$ cat src/design/qec_defs.svh
`ifndef QEC_DEFS_SVH
`define QEC_DEFS_SVH
// Summary of operation
// - Count up or down following the order of A and B transitions.
// - Direction bit picks which rising-edge order counts as positive.
// - At maximum, a positive edge wraps the count to zero.
// - At zero, a negative edge loads the configured maximum.
// - Enabled index reset clears the count on an index rising edge.
// - Outputs: present count, angular velocity, status word.
// - Status holds direction and index-seen-last-step flag.
// - Counting mode picks counted edges: x1, x2 or x4 per line pair.
// - Reset method picks index reset or overflow-only wrap.
// - Reset condition gives required A, B, I levels for index reset.
// - Input type picks single-ended or differential true/complement reception.
// - Two independent counters; configuration picks which encoder each serves.
// - With index disabled, index input is ignored and never resets.

// Register byte offsets, instance k at base + 4*k; the step length register is single and shared
`define QEC_REG_CFG 8'h00
`define QEC_REG_MAX 8'h08
`define QEC_REG_VSCALE 8'h10
`define QEC_REG_COUNT 8'h18
`define QEC_REG_VEL 8'h20
`define QEC_REG_STAT 8'h28
`define QEC_REG_STEP 8'h30

// Configuration fields
`define QEC_CFG_MODE_LSB 0
`define QEC_CFG_DIRPOL 2
`define QEC_CFG_DIFF 3
`define QEC_CFG_IDXEN 4
`define QEC_CFG_RSTIDX 5
`define QEC_CFG_COND_LSB 6
`define QEC_CFG_SRC 9

// Reset values
`define QEC_CFG_RST 32'h0000_0002
`define QEC_MAX_RST 32'h0000_0fff
`define QEC_VSCALE_RST 32'h0000_0000

// Model step timing
`define QEC_CLK_NS 10
`define QEC_STEP_NS 100000
`define QEC_STEP_CYC (`QEC_STEP_NS / `QEC_CLK_NS)
`endif

$ cat src/design/qec_pkg.sv
package qec_pkg;
  typedef enum logic [1:0] {qec_cnt_x1, qec_cnt_x2, qec_cnt_x4} qec_mode_t;
  typedef enum logic {qec_rst_overflow, qec_rst_index} qec_rst_t;
endpackage

$ cat src/design/qec_input_rx.sv
`timescale 1ns/1ps
module qec_input_rx (
  // Clock and reset
  input wire logic mclk_in,
  input wire logic sys_rst_in,
  // Pins and mode
  input wire logic p_in,
  input wire logic n_in,
  input wire logic diff_in,
  // Received level
  output logic lvl_out
);
  logic [1:0] p_sync_q;
  logic [1:0] n_sync_q;

  always_ff @(posedge mclk_in)
  begin
    if (sys_rst_in)
    begin
      p_sync_q <= 2'h0;
      n_sync_q <= 2'h0;
    end
    else
    begin
      p_sync_q <= {p_sync_q[0], p_in};
      n_sync_q <= {n_sync_q[0], n_in};
    end
  end

  // Equal true and complement is not a valid level, so keep the last one
  always_ff @(posedge mclk_in)
  begin
    if (sys_rst_in)
      lvl_out <= 1'b0;
    else if (!diff_in || (p_sync_q[1] != n_sync_q[1]))
      lvl_out <= p_sync_q[1];
  end

  AST_RX_DIFF_HOLD: assert property (@(posedge mclk_in) disable iff (sys_rst_in)
    diff_in && (p_sync_q[1] == n_sync_q[1]) |=> $stable(lvl_out))
    else $error("Differential level changed on invalid pair");
endmodule

$ cat src/design/qec_counter_core.sv
`timescale 1ns/1ps
module qec_counter_core #(
  parameter int CNT_W = 32
) (
  // Clock and reset
  input wire logic mclk_in,
  input wire logic sys_rst_in,
  // Received levels
  input wire logic a_in,
  input wire logic b_in,
  input wire logic i_in,
  // Configuration
  input wire qec_pkg::qec_mode_t mode_in,
  input wire logic dir_pol_in,
  input wire logic idx_en_in,
  input wire qec_pkg::qec_rst_t rst_meth_in,
  input wire logic [2:0] rst_cond_in,
  input wire logic [CNT_W-1:0] max_in,
  // Results
  output logic [CNT_W-1:0] count_out,
  output logic dir_out,
  output logic up_out,
  output logic dn_out,
  output logic idx_out
);
  logic a_q;
  logic b_q;
  logic i_q;
  logic valid_q;
  logic a_chg;
  logic b_chg;
  logic single;
  logic fwd;
  logic counted;
  logic cnt_ev;
  logic idx_edge;
  logic idx_clr;

  function automatic logic [CNT_W-1:0] next_count(input logic [CNT_W-1:0] c, input logic [CNT_W-1:0] m,
    input logic up);
    if (up)
      next_count = (c >= m) ? '0 : c + 1'b1;
    else
      next_count = (c == '0) ? m : c - 1'b1;
  endfunction

  always_ff @(posedge mclk_in)
  begin
    if (sys_rst_in)
    begin
      a_q <= 1'b0;
      b_q <= 1'b0;
      i_q <= 1'b0;
      valid_q <= 1'b0;
    end
    else
    begin
      a_q <= a_in;
      b_q <= b_in;
      i_q <= i_in;
      valid_q <= 1'b1;
    end
  end

  always_comb
  begin
    a_chg = a_in ^ a_q;
    b_chg = b_in ^ b_q;
    single = valid_q & (a_chg ^ b_chg);
    fwd = a_in ^ b_q ^ dir_pol_in;
    unique case (mode_in)
      qec_pkg::qec_cnt_x1: counted = a_chg & a_in;
      qec_pkg::qec_cnt_x2: counted = a_chg;
      qec_pkg::qec_cnt_x4: counted = 1'b1;
      default: counted = 1'b0;
    endcase
    cnt_ev = single & counted;
    idx_edge = idx_en_in & valid_q & i_in & ~i_q;
    idx_clr = idx_edge & (rst_meth_in == qec_pkg::qec_rst_index) & ({a_in, b_in, i_in} == rst_cond_in);
  end

  always_ff @(posedge mclk_in)
  begin
    if (sys_rst_in)
      count_out <= '0;
    else if (idx_clr)
      count_out <= '0;
    else if (cnt_ev)
      count_out <= next_count(count_out, max_in, fwd);
  end

  always_ff @(posedge mclk_in)
  begin
    if (sys_rst_in)
    begin
      dir_out <= 1'b0;
      up_out <= 1'b0;
      dn_out <= 1'b0;
      idx_out <= 1'b0;
    end
    else
    begin
      if (cnt_ev)
        dir_out <= fwd;
      up_out <= cnt_ev & fwd;
      dn_out <= cnt_ev & ~fwd;
      idx_out <= idx_edge;
    end
  end

  AST_CNT_INC: assert property (@(posedge mclk_in) disable iff (sys_rst_in)
    cnt_ev && fwd && !idx_clr && (count_out < max_in) |=> count_out == $past(count_out) + 1'b1)
    else $error("Positive edge did not increment");
  AST_CNT_WRAP_UP: assert property (@(posedge mclk_in) disable iff (sys_rst_in)
    cnt_ev && fwd && !idx_clr && (count_out >= max_in) |=> count_out == '0)
    else $error("Count did not wrap to zero");
  AST_CNT_WRAP_DN: assert property (@(posedge mclk_in) disable iff (sys_rst_in)
    cnt_ev && !fwd && !idx_clr && (count_out == '0) |=> count_out == $past(max_in))
    else $error("Count did not load maximum");
  AST_IDX_CLR: assert property (@(posedge mclk_in) disable iff (sys_rst_in)
    idx_clr |=> count_out == '0)
    else $error("Index reset did not clear count");
  AST_BOTH_IGNORED: assert property (@(posedge mclk_in) disable iff (sys_rst_in)
    valid_q && a_chg && b_chg && !idx_clr |=> $stable(count_out) && !up_out && !dn_out)
    else $error("Simultaneous change was counted");
  AST_DIR_POL: assert property (@(posedge mclk_in) disable iff (sys_rst_in)
    cnt_ev |=> dir_out == ($past(a_in) ^ $past(b_q) ^ $past(dir_pol_in)))
    else $error("Direction does not follow polarity");
  AST_X1_MODE: assert property (@(posedge mclk_in) disable iff (sys_rst_in)
    (mode_in == qec_pkg::qec_cnt_x1) && !(a_chg && a_in) |=> !up_out && !dn_out)
    else $error("Single mode counted a non A rising edge");
  AST_IDX_DIS: assert property (@(posedge mclk_in) disable iff (sys_rst_in)
    !idx_en_in && !idx_clr && !cnt_ev |=> $stable(count_out) && !idx_out)
    else $error("Disabled index acted");
endmodule

$ cat src/design/qec_top.sv
`timescale 1ns/1ps
`include "qec_defs.svh"
module qec_top #(
  parameter int CNT_W = 32,
  parameter int STEP_CYC = `QEC_STEP_CYC
) (
  // Clock and reset
  input wire logic mclk_in,
  input wire logic sys_rst_in,
  // Register port
  input wire logic [7:0] reg_addr_in,
  input wire logic [31:0] reg_wdata_in,
  input wire logic reg_wr_in,
  input wire logic reg_rd_in,
  output logic [31:0] reg_rdata_out,
  // Encoder pins, one bit per encoder
  input wire logic [1:0] enc_a_in,
  input wire logic [1:0] enc_a_n_in,
  input wire logic [1:0] enc_b_in,
  input wire logic [1:0] enc_b_n_in,
  input wire logic [1:0] enc_i_in,
  input wire logic [1:0] enc_i_n_in,
  // Per-step results, one entry per counter, and one shared step pulse
  output logic [1:0][CNT_W-1:0] count_out,
  output logic [1:0][31:0] velocity_out,
  output logic [1:0][1:0] status_out,
  output logic step_out
);
  localparam int NCH = 2;

  logic [31:0] cfg_q [NCH];
  logic [CNT_W-1:0] max_q [NCH];
  logic [31:0] vscale_q [NCH];
  logic [31:0] step_len_q;
  logic [31:0] step_cnt_q;
  logic step_pls;
  logic signed [15:0] delta_q [NCH];
  logic idx_acc_q [NCH];

  logic [CNT_W-1:0] live_cnt [NCH];
  logic live_dir [NCH];
  logic live_up [NCH];
  logic live_dn [NCH];
  logic live_idx [NCH];
  logic signed [15:0] delta_d [NCH];

  function automatic logic [7:0] addr_of(input logic [7:0] base, input int k);
    addr_of = base + 8'(k * 4);
  endfunction

  // Register writes
  always_ff @(posedge mclk_in)
  begin
    if (sys_rst_in)
    begin
      for (int k = 0; k < NCH; k++)
      begin
        cfg_q[k] <= `QEC_CFG_RST;
        max_q[k] <= CNT_W'(`QEC_MAX_RST);
        vscale_q[k] <= `QEC_VSCALE_RST;
      end
    end
    else if (reg_wr_in)
    begin
      for (int k = 0; k < NCH; k++)
      begin
        if (reg_addr_in == addr_of(`QEC_REG_CFG, k))
          cfg_q[k] <= reg_wdata_in;
        if (reg_addr_in == addr_of(`QEC_REG_MAX, k))
          max_q[k] <= CNT_W'(reg_wdata_in);
        if (reg_addr_in == addr_of(`QEC_REG_VSCALE, k))
          vscale_q[k] <= reg_wdata_in;
      end
    end
  end

  always_ff @(posedge mclk_in)
  begin
    if (sys_rst_in)
      step_len_q <= 32'(STEP_CYC);
    else if (reg_wr_in && (reg_addr_in == `QEC_REG_STEP))
      step_len_q <= reg_wdata_in;
  end

  // Register reads, unmapped offsets return zero
  always_ff @(posedge mclk_in)
  begin
    if (sys_rst_in)
      reg_rdata_out <= 32'h0000_0000;
    else if (reg_rd_in)
    begin
      reg_rdata_out <= 32'h0000_0000;
      if (reg_addr_in == `QEC_REG_STEP)
        reg_rdata_out <= step_len_q;
      for (int k = 0; k < NCH; k++)
      begin
        if (reg_addr_in == addr_of(`QEC_REG_CFG, k))
          reg_rdata_out <= cfg_q[k];
        if (reg_addr_in == addr_of(`QEC_REG_MAX, k))
          reg_rdata_out <= 32'(max_q[k]);
        if (reg_addr_in == addr_of(`QEC_REG_VSCALE, k))
          reg_rdata_out <= vscale_q[k];
        if (reg_addr_in == addr_of(`QEC_REG_COUNT, k))
          reg_rdata_out <= 32'(live_cnt[k]);
        if (reg_addr_in == addr_of(`QEC_REG_VEL, k))
          reg_rdata_out <= velocity_out[k];
        if (reg_addr_in == addr_of(`QEC_REG_STAT, k))
          reg_rdata_out <= {30'h0000_0000, status_out[k]};
      end
    end
  end

  // Model step timer; a length of zero or one gives a step every cycle
  always_ff @(posedge mclk_in)
  begin
    if (sys_rst_in)
      step_cnt_q <= 32'h0000_0000;
    else if (step_pls)
      step_cnt_q <= 32'h0000_0000;
    else
      step_cnt_q <= step_cnt_q + 32'h0000_0001;
  end

  assign step_pls = (step_cnt_q + 32'h0000_0001) >= step_len_q;

  always_ff @(posedge mclk_in)
  begin
    if (sys_rst_in)
      step_out <= 1'b0;
    else
      step_out <= step_pls;
  end

  for (genvar g = 0; g < NCH; g++)
  begin : g_ch
    logic src;
    logic diff;
    logic a_lvl;
    logic b_lvl;
    logic i_lvl;

    assign src = cfg_q[g][`QEC_CFG_SRC];
    assign diff = cfg_q[g][`QEC_CFG_DIFF];

    qec_input_rx u_rx_a (
      .mclk_in(mclk_in),
      .sys_rst_in(sys_rst_in),
      .p_in(enc_a_in[src]),
      .n_in(enc_a_n_in[src]),
      .diff_in(diff),
      .lvl_out(a_lvl)
    );

    qec_input_rx u_rx_b (
      .mclk_in(mclk_in),
      .sys_rst_in(sys_rst_in),
      .p_in(enc_b_in[src]),
      .n_in(enc_b_n_in[src]),
      .diff_in(diff),
      .lvl_out(b_lvl)
    );

    qec_input_rx u_rx_i (
      .mclk_in(mclk_in),
      .sys_rst_in(sys_rst_in),
      .p_in(enc_i_in[src]),
      .n_in(enc_i_n_in[src]),
      .diff_in(diff),
      .lvl_out(i_lvl)
    );

    qec_counter_core #(
      .CNT_W(CNT_W)
    ) u_core (
      .mclk_in(mclk_in),
      .sys_rst_in(sys_rst_in),
      .a_in(a_lvl),
      .b_in(b_lvl),
      .i_in(i_lvl),
      .mode_in(qec_pkg::qec_mode_t'(cfg_q[g][`QEC_CFG_MODE_LSB +: 2])),
      .dir_pol_in(cfg_q[g][`QEC_CFG_DIRPOL]),
      .idx_en_in(cfg_q[g][`QEC_CFG_IDXEN]),
      .rst_meth_in(qec_pkg::qec_rst_t'(cfg_q[g][`QEC_CFG_RSTIDX])),
      .rst_cond_in(cfg_q[g][`QEC_CFG_COND_LSB +: 3]),
      .max_in(max_q[g]),
      .count_out(live_cnt[g]),
      .dir_out(live_dir[g]),
      .up_out(live_up[g]),
      .dn_out(live_dn[g]),
      .idx_out(live_idx[g])
    );
  end

  // Net edges within the running step; wraps are invisible here
  always_comb
  begin
    for (int k = 0; k < NCH; k++)
      delta_d[k] = delta_q[k] + 16'(live_up[k]) - 16'(live_dn[k]);
  end

  // An edge or index in the boundary cycle belongs to the ending step
  always_ff @(posedge mclk_in)
  begin
    for (int k = 0; k < NCH; k++)
    begin
      if (sys_rst_in)
      begin
        delta_q[k] <= 16'sh0000;
        idx_acc_q[k] <= 1'b0;
      end
      else if (step_pls)
      begin
        delta_q[k] <= 16'sh0000;
        idx_acc_q[k] <= 1'b0;
      end
      else
      begin
        delta_q[k] <= delta_d[k];
        idx_acc_q[k] <= idx_acc_q[k] | live_idx[k];
      end
    end
  end

  // Velocity is net edges times a per-edge scale in Q16.16 rad/s
  always_ff @(posedge mclk_in)
  begin
    for (int k = 0; k < NCH; k++)
    begin
      if (sys_rst_in)
      begin
        count_out[k] <= '0;
        velocity_out[k] <= 32'h0000_0000;
        status_out[k] <= 2'h0;
      end
      else if (step_pls)
      begin
        count_out[k] <= live_cnt[k];
        velocity_out[k] <= 32'(32'(delta_d[k]) * $signed(vscale_q[k]));
        status_out[k] <= {idx_acc_q[k] | live_idx[k], live_dir[k]};
      end
    end
  end

  AST_RD_COUNT0: assert property (@(posedge mclk_in) disable iff (sys_rst_in)
    reg_rd_in && (reg_addr_in == `QEC_REG_COUNT) |=> reg_rdata_out == 32'($past(live_cnt[0])))
    else $error("Count read data wrong");
  AST_STEP_COUNT: assert property (@(posedge mclk_in) disable iff (sys_rst_in)
    step_pls |=> step_out && (count_out[0] == $past(live_cnt[0])) && (count_out[1] == $past(live_cnt[1])))
    else $error("Count not refreshed at step");
  AST_STEP_IDX: assert property (@(posedge mclk_in) disable iff (sys_rst_in)
    step_pls && (idx_acc_q[0] || live_idx[0]) |=> status_out[0][1])
    else $error("Index in step not reported");
  AST_STEP_HOLD: assert property (@(posedge mclk_in) disable iff (sys_rst_in)
    !step_pls |=> $stable(status_out) && $stable(count_out) && !step_out)
    else $error("Outputs changed between steps");

  // Register port checks
  AST_RD_COUNT1: assert property (@(posedge mclk_in) disable iff (sys_rst_in)
    reg_rd_in && (reg_addr_in == `QEC_REG_COUNT + 8'h04) |=> reg_rdata_out == 32'($past(live_cnt[1])))
    else $error("Second count read data wrong");
  AST_RD_CFG0: assert property (@(posedge mclk_in) disable iff (sys_rst_in)
    reg_rd_in && (reg_addr_in == `QEC_REG_CFG) |=> reg_rdata_out == $past(cfg_q[0]))
    else $error("Configuration read data wrong");
  AST_RD_VEL0: assert property (@(posedge mclk_in) disable iff (sys_rst_in)
    reg_rd_in && (reg_addr_in == `QEC_REG_VEL) |=> reg_rdata_out == $past(velocity_out[0]))
    else $error("Velocity read data wrong");
  AST_RD_STAT0: assert property (@(posedge mclk_in) disable iff (sys_rst_in)
    reg_rd_in && (reg_addr_in == `QEC_REG_STAT) |=> reg_rdata_out == {30'h0000_0000, $past(status_out[0])})
    else $error("Status read data wrong");
  AST_RD_STEP: assert property (@(posedge mclk_in) disable iff (sys_rst_in)
    reg_rd_in && (reg_addr_in == `QEC_REG_STEP) |=> reg_rdata_out == $past(step_len_q))
    else $error("Step length read data wrong");
  AST_WR_MAX0: assert property (@(posedge mclk_in) disable iff (sys_rst_in)
    reg_wr_in && (reg_addr_in == `QEC_REG_MAX) |=> max_q[0] == CNT_W'($past(reg_wdata_in)))
    else $error("Maximum write did not land");

  // Step boundary: one-cycle pulse, fresh status, cleared accumulators
  AST_STEP_ONE: assert property (@(posedge mclk_in) disable iff (sys_rst_in)
    step_out && (step_len_q > 32'h0000_0001) |=> !step_out)
    else $error("Step pulse longer than one cycle");
  AST_STEP_NOIDX: assert property (@(posedge mclk_in) disable iff (sys_rst_in)
    step_pls && !idx_acc_q[0] && !live_idx[0] |=> !status_out[0][1])
    else $error("Index flag set without index");
  AST_STEP_DIR: assert property (@(posedge mclk_in) disable iff (sys_rst_in)
    step_pls |=> (status_out[0][0] == $past(live_dir[0])) && (status_out[1][0] == $past(live_dir[1])))
    else $error("Direction not latched at step");
  AST_IDX_ACC: assert property (@(posedge mclk_in) disable iff (sys_rst_in)
    live_idx[0] && !step_pls |=> idx_acc_q[0])
    else $error("Index inside step was lost");
  AST_DELTA_CLR: assert property (@(posedge mclk_in) disable iff (sys_rst_in)
    step_pls |=> (delta_q[0] == 16'sh0000) && (delta_q[1] == 16'sh0000))
    else $error("Edge tally not cleared at step");

  // No motion or no scale must give zero velocity
  AST_VEL_ZERO: assert property (@(posedge mclk_in) disable iff (sys_rst_in)
    step_pls && (vscale_q[0] == 32'h0000_0000) |=> velocity_out[0] == 32'h0000_0000)
    else $error("Velocity nonzero with zero scale");
  AST_VEL_STILL: assert property (@(posedge mclk_in) disable iff (sys_rst_in)
    step_pls && (delta_d[0] == 16'sh0000) |=> velocity_out[0] == 32'h0000_0000)
    else $error("Velocity nonzero without motion");
  AST_VEL_STILL1: assert property (@(posedge mclk_in) disable iff (sys_rst_in)
    step_pls && (delta_d[1] == 16'sh0000) |=> velocity_out[1] == 32'h0000_0000)
    else $error("Second velocity nonzero without motion");
endmodule

$ cat config.mk
export PLATFORM = sky130hd
export DESIGN_NAME = qec_top
export DESIGN_NICKNAME = d
export VERILOG_FILES = /design/src/design/qec_pkg.sv /design/src/design/qec_input_rx.sv /design/src/design/qec_counter_core.sv /design/src/design/qec_top.sv
export VERILOG_INCLUDE_DIRS = /design/src /design/src/design
export SDC_FILE = /design/constraint.sdc
export NUM_CORES = 2
export LEC_CHECK = 0
export BUFFER_PORTS_ARGS = -buffer_cell sky130_fd_sc_hd__buf_2
export CAP_MARGIN = 20
export CORE_ASPECT_RATIO = 0.6
export CORE_MARGIN = 3
export CORE_UTILIZATION = 45
export CTS_CLUSTER_SIZE = 28
export DETAILED_ROUTE_END_ITERATION = 6
export GPL_TIMING_DRIVEN = 0
export PLACE_DENSITY = 0.65
export SLEW_MARGIN = 20
export SYNTH_ARGS = -nofsm -noshare
export SYNTH_HDL_FRONTEND = slang
export SYNTH_SLANG_ARGS = --single-unit
$ cat constraint.sdc
create_clock -name mclk_in -period 18.1 [get_ports mclk_in]
set_input_delay 0 -clock mclk_in [delete_from_list [all_inputs] [get_ports mclk_in]]
set_output_delay 0 -clock mclk_in [all_outputs]
set_load 0.02 [all_outputs]
==> impl_metrics.env <==
export IMPL_outcome="finished, violations left"
export IMPL_violations="DRC"
export IMPL_setup_viol=0
export IMPL_crit_path_end_kind="register"
export IMPL_grt_max_degree=28
export IMPL_rows=96
export IMPL_cpMaxStageDelayCell="o311ai_1"
export IMPL_groute_usage_overall_pct=35.61
export IMPL_required_ps=18680
export IMPL_clk_pin_slew_worst_paths_ps=70
export IMPL_gp_congestion=1.046
export IMPL_cpMostUsedCell="fa_1"
export IMPL_clk_path_buf_depth=3
export IMPL_layout_drive_gt1_share_pct=6.549
export IMPL_ant_nets=0
export IMPL_worstPathArrival_ps=11040
export IMPL_hp_class="in2reg"
export IMPL_grt_pass1_wl_um=312700
export IMPL_slowest_delay_ps=860
export IMPL_synth_area_um2=52430
export IMPL_clkLatencyLatePin_ps=660
export IMPL_vias=45780
export IMPL_ys_flop_type="dfxtp_1"
export IMPL_synth_edff_count=226
export IMPL_cp_start_kind="register"
export IMPL_drtIter0Drc=6302
export IMPL_first_pass_iters=7
export IMPL_cts_resized_gates=0
export IMPL_cp_max_fo=10
export IMPL_core_area_um2=115000
export IMPL_io_buffers=217
export IMPL_final_common_cell="inv_1"
export IMPL_final_cell_mix="974 x inv_1, 716 x nand2_1, 610 x fa_1"
export IMPL_antenna_found_initial=21
export IMPL_maxSlewViolCount=0
export IMPL_async_flop_share_pct=0
export IMPL_synth_area_per_cell_um2=8.905
export IMPL_die_area_um2=120800
export IMPL_min_period_ps=10460
export IMPL_area_delta_synth_final_pct=11.02
export IMPL_synthesis_instances=5888
export IMPL_ios=221
export IMPL_ys_types=78
export IMPL_post_drt_wl_per_cell_um=27.51
export IMPL_reg2reg_depth=33
export IMPL_hold_depth=3
export IMPL_cts_tree="built"
export IMPL_dieWidth_um=446.7
export IMPL_fmax_mhz=95.59
export IMPL_numCtsBuffers=52
export IMPL_via_per_inst=5.842
export IMPL_synth_seq_cells=564
export IMPL_yosysWarnings=0
export IMPL_worst_pin_slew_ps=1378
export IMPL_detail_route_drc_violations=6
export IMPL_critPathKind="reg2reg"
export IMPL_htree_levels=2
export IMPL_maxSlewHeadroom_pct=8.165
export IMPL_finalCritPeriodShare_pct=57.80
export IMPL_grt_overflow=0
export IMPL_rsz0062_at_grt="no"
export IMPL_r2r_start="g_ch[1].u_core.up_out"
export IMPL_final_hold_violation_count=0
export IMPL_initial_core_util_pct=45.61
export IMPL_cts_root_buffer_cell="clkbuf_16"
export IMPL_cts_sinks=564
export IMPL_clock_skew_ps=29.04
export IMPL_critPathLaunch="g_ch[1].u_core.up_out"
export IMPL_wirelength_um=215600
export IMPL_worstHoldStart="reg_wr_in"
export IMPL_hpwl_um=177000
export IMPL_layout_nets=7250
export IMPL_die_h_um=270.4
export IMPL_maxCapViolCount=0
export IMPL_tns_ps=0
export IMPL_grt_pass1_vias=44200
export IMPL_seq_area_frac_synth_pct=25.85
-- area by class of cell --
| cell class | count | area (um2) |
|---|---|---|
| Fill cell | 10910 | 56740 |
| Clock inverter | 21 | 236.5 |
| Antenna cell | 11 | 27.53 |
| Buffer | 333 | 1276 |
| Timing Repair Buffer | 288 | 1839 |
| Inverter | 974 | 3656 |
| Clock buffer | 76 | 1554 |
| Multi-Input combinational cell | 4050 | 34170 |
| Sequential cell | 564 | 13550 |
| Tap cell | 1519 | 1901 |
-- final timing paths --
check	to	slack [ps]
worst max-delay path	velocity_out[58]	7640
worst max register to register	velocity_out[58]	7640
worst min-delay path	max_q[0][5]	80
worst min register to register	g_ch[0].u_rx_i.n_sync_q[1]	440
-- Yosys cell counts (8+ instances only) --
cell type,count,area share [%]
buf_1,8,0.057
a222oi_1,16,0.31
mux2i_1,92,1.8
a211oi_1,27,0.39
o21a_1,10,0.14
o211ai_1,21,0.30
a22o_1,21,0.35
inv_1,974,7.0
or2_2,22,0.26
xnor2_1,138,2.3
a41oi_1,15,0.25
ha_1,321,7.7
a221oi_1,27,0.45
a22oi_1,100,1.4
o31ai_1,12,0.17
or3_1,30,0.36
nor2_1,404,2.9
dfxtp_1,338,13
o21ai_1,8,0.076
nor3_1,49,0.47
o21ai_0,118,1.1
nor4_1,22,0.26
o311ai_0,11,0.18
nand4_1,39,0.47
a311oi_1,20,0.33
a31oi_1,16,0.19
a21oi_1,244,2.3
nand3_1,90,0.86
and2_1,340,4.1
edfxtp_1,226,13
buf_2,11,0.10
xor2_1,75,1.3
a211o_1,10,0.17
nand3b_1,9,0.13
fa_1,610,23
o221a_2,14,0.30
o21bai_1,15,0.21
and3_1,102,1.2
a21o_1,67,0.96
clkbuf_1,312,2.2
nand2b_1,53,0.63
nand2_1,722,5.2
nor2b_1,54,0.64
-- metrics by stage --
stage | std cells | setup WS [ps] | util [%] | hold WS (ps) | area (um2)
6_report | 7836 | 7638 | 50.64 | 84.36 | 58210
5_1_grt | 7826 | 7264 | 50.62 | 97.65 | 58190
4_1_cts | 7819 | 7496 | 50.56 | 43.24 | 58120
3_5_place_dp | 7670 | 7566 | 48.55 | 254.0 | 55810
3_3_place_gp | 7657 | 7505 | 48.32 | 243.6 | 55540
2_1_floorplan | 5921 | 9538 | - | 136.0 | 52560
-- registers in the layout, indices dropped and copies added, names as in the netlist, 64 cells and up --
signal	count
vscale_q	64
g_ch.u_core.count_out	64
velocity_out	64
count_out	64
cfg_q	64
max_q	64
-- layer usage --
| metal | track usage, % | vias to the layer above | share of wire [%] | wire length [um] |
|---|---|---|---|---|
| met5 | 0 | - | 0.016 | 34 |
| met1 | 53.51 | 22730 | 43 | 92760 |
| li1 | - | 19660 | - | - |
| met4 | 8.358 | 6 | 3.0 | 6412 |
| met3 | 17.26 | 324 | 17 | 37600 |
| met2 | 44.78 | 3056 | 37 | 78750 |
-- cell families (layout without fill, tap and decap cells) --
| logic type | count (synthesis) | count (layout) | share of synthesized area [%] |
|---|---|---|---|
| AOI/OAI and AO/OA | 812 | 812 | 10.43 |
| adders and majority gates | 931 | 931 | 30.95 |
| xor gates and xnor gates | 219 | 219 | 3.813 |
| muxes | 92 | 92 | 1.756 |
| DFF | 564 | 564 | 25.85 |
| other | 1 | 45 | 0.007152 |
| buffers and inverters | 1307 | 1692 | 9.392 |
| and+or+nand+nor | 1962 | 1962 | 17.80 |
-- critical path: cells and delay by family, from the launching register on --
kind,cells,cell delay (ps)
AOI/OAI and AO/OA,14,3780
adders and majority gates,9,3820
and+or+nand+nor,4,1080
DFF,1,330
xor gates and xnor gates,1,460
buffers and inverters,5,890
-- what timing repair did --
action,CTS,global route
endpoints found under the hold margin,232,0
hold buffers,52,0
buffers inserted,0,0
Power is not shown: default switching activity piles up to over one toggle a cycle in this logic, so the estimate is an artifact.
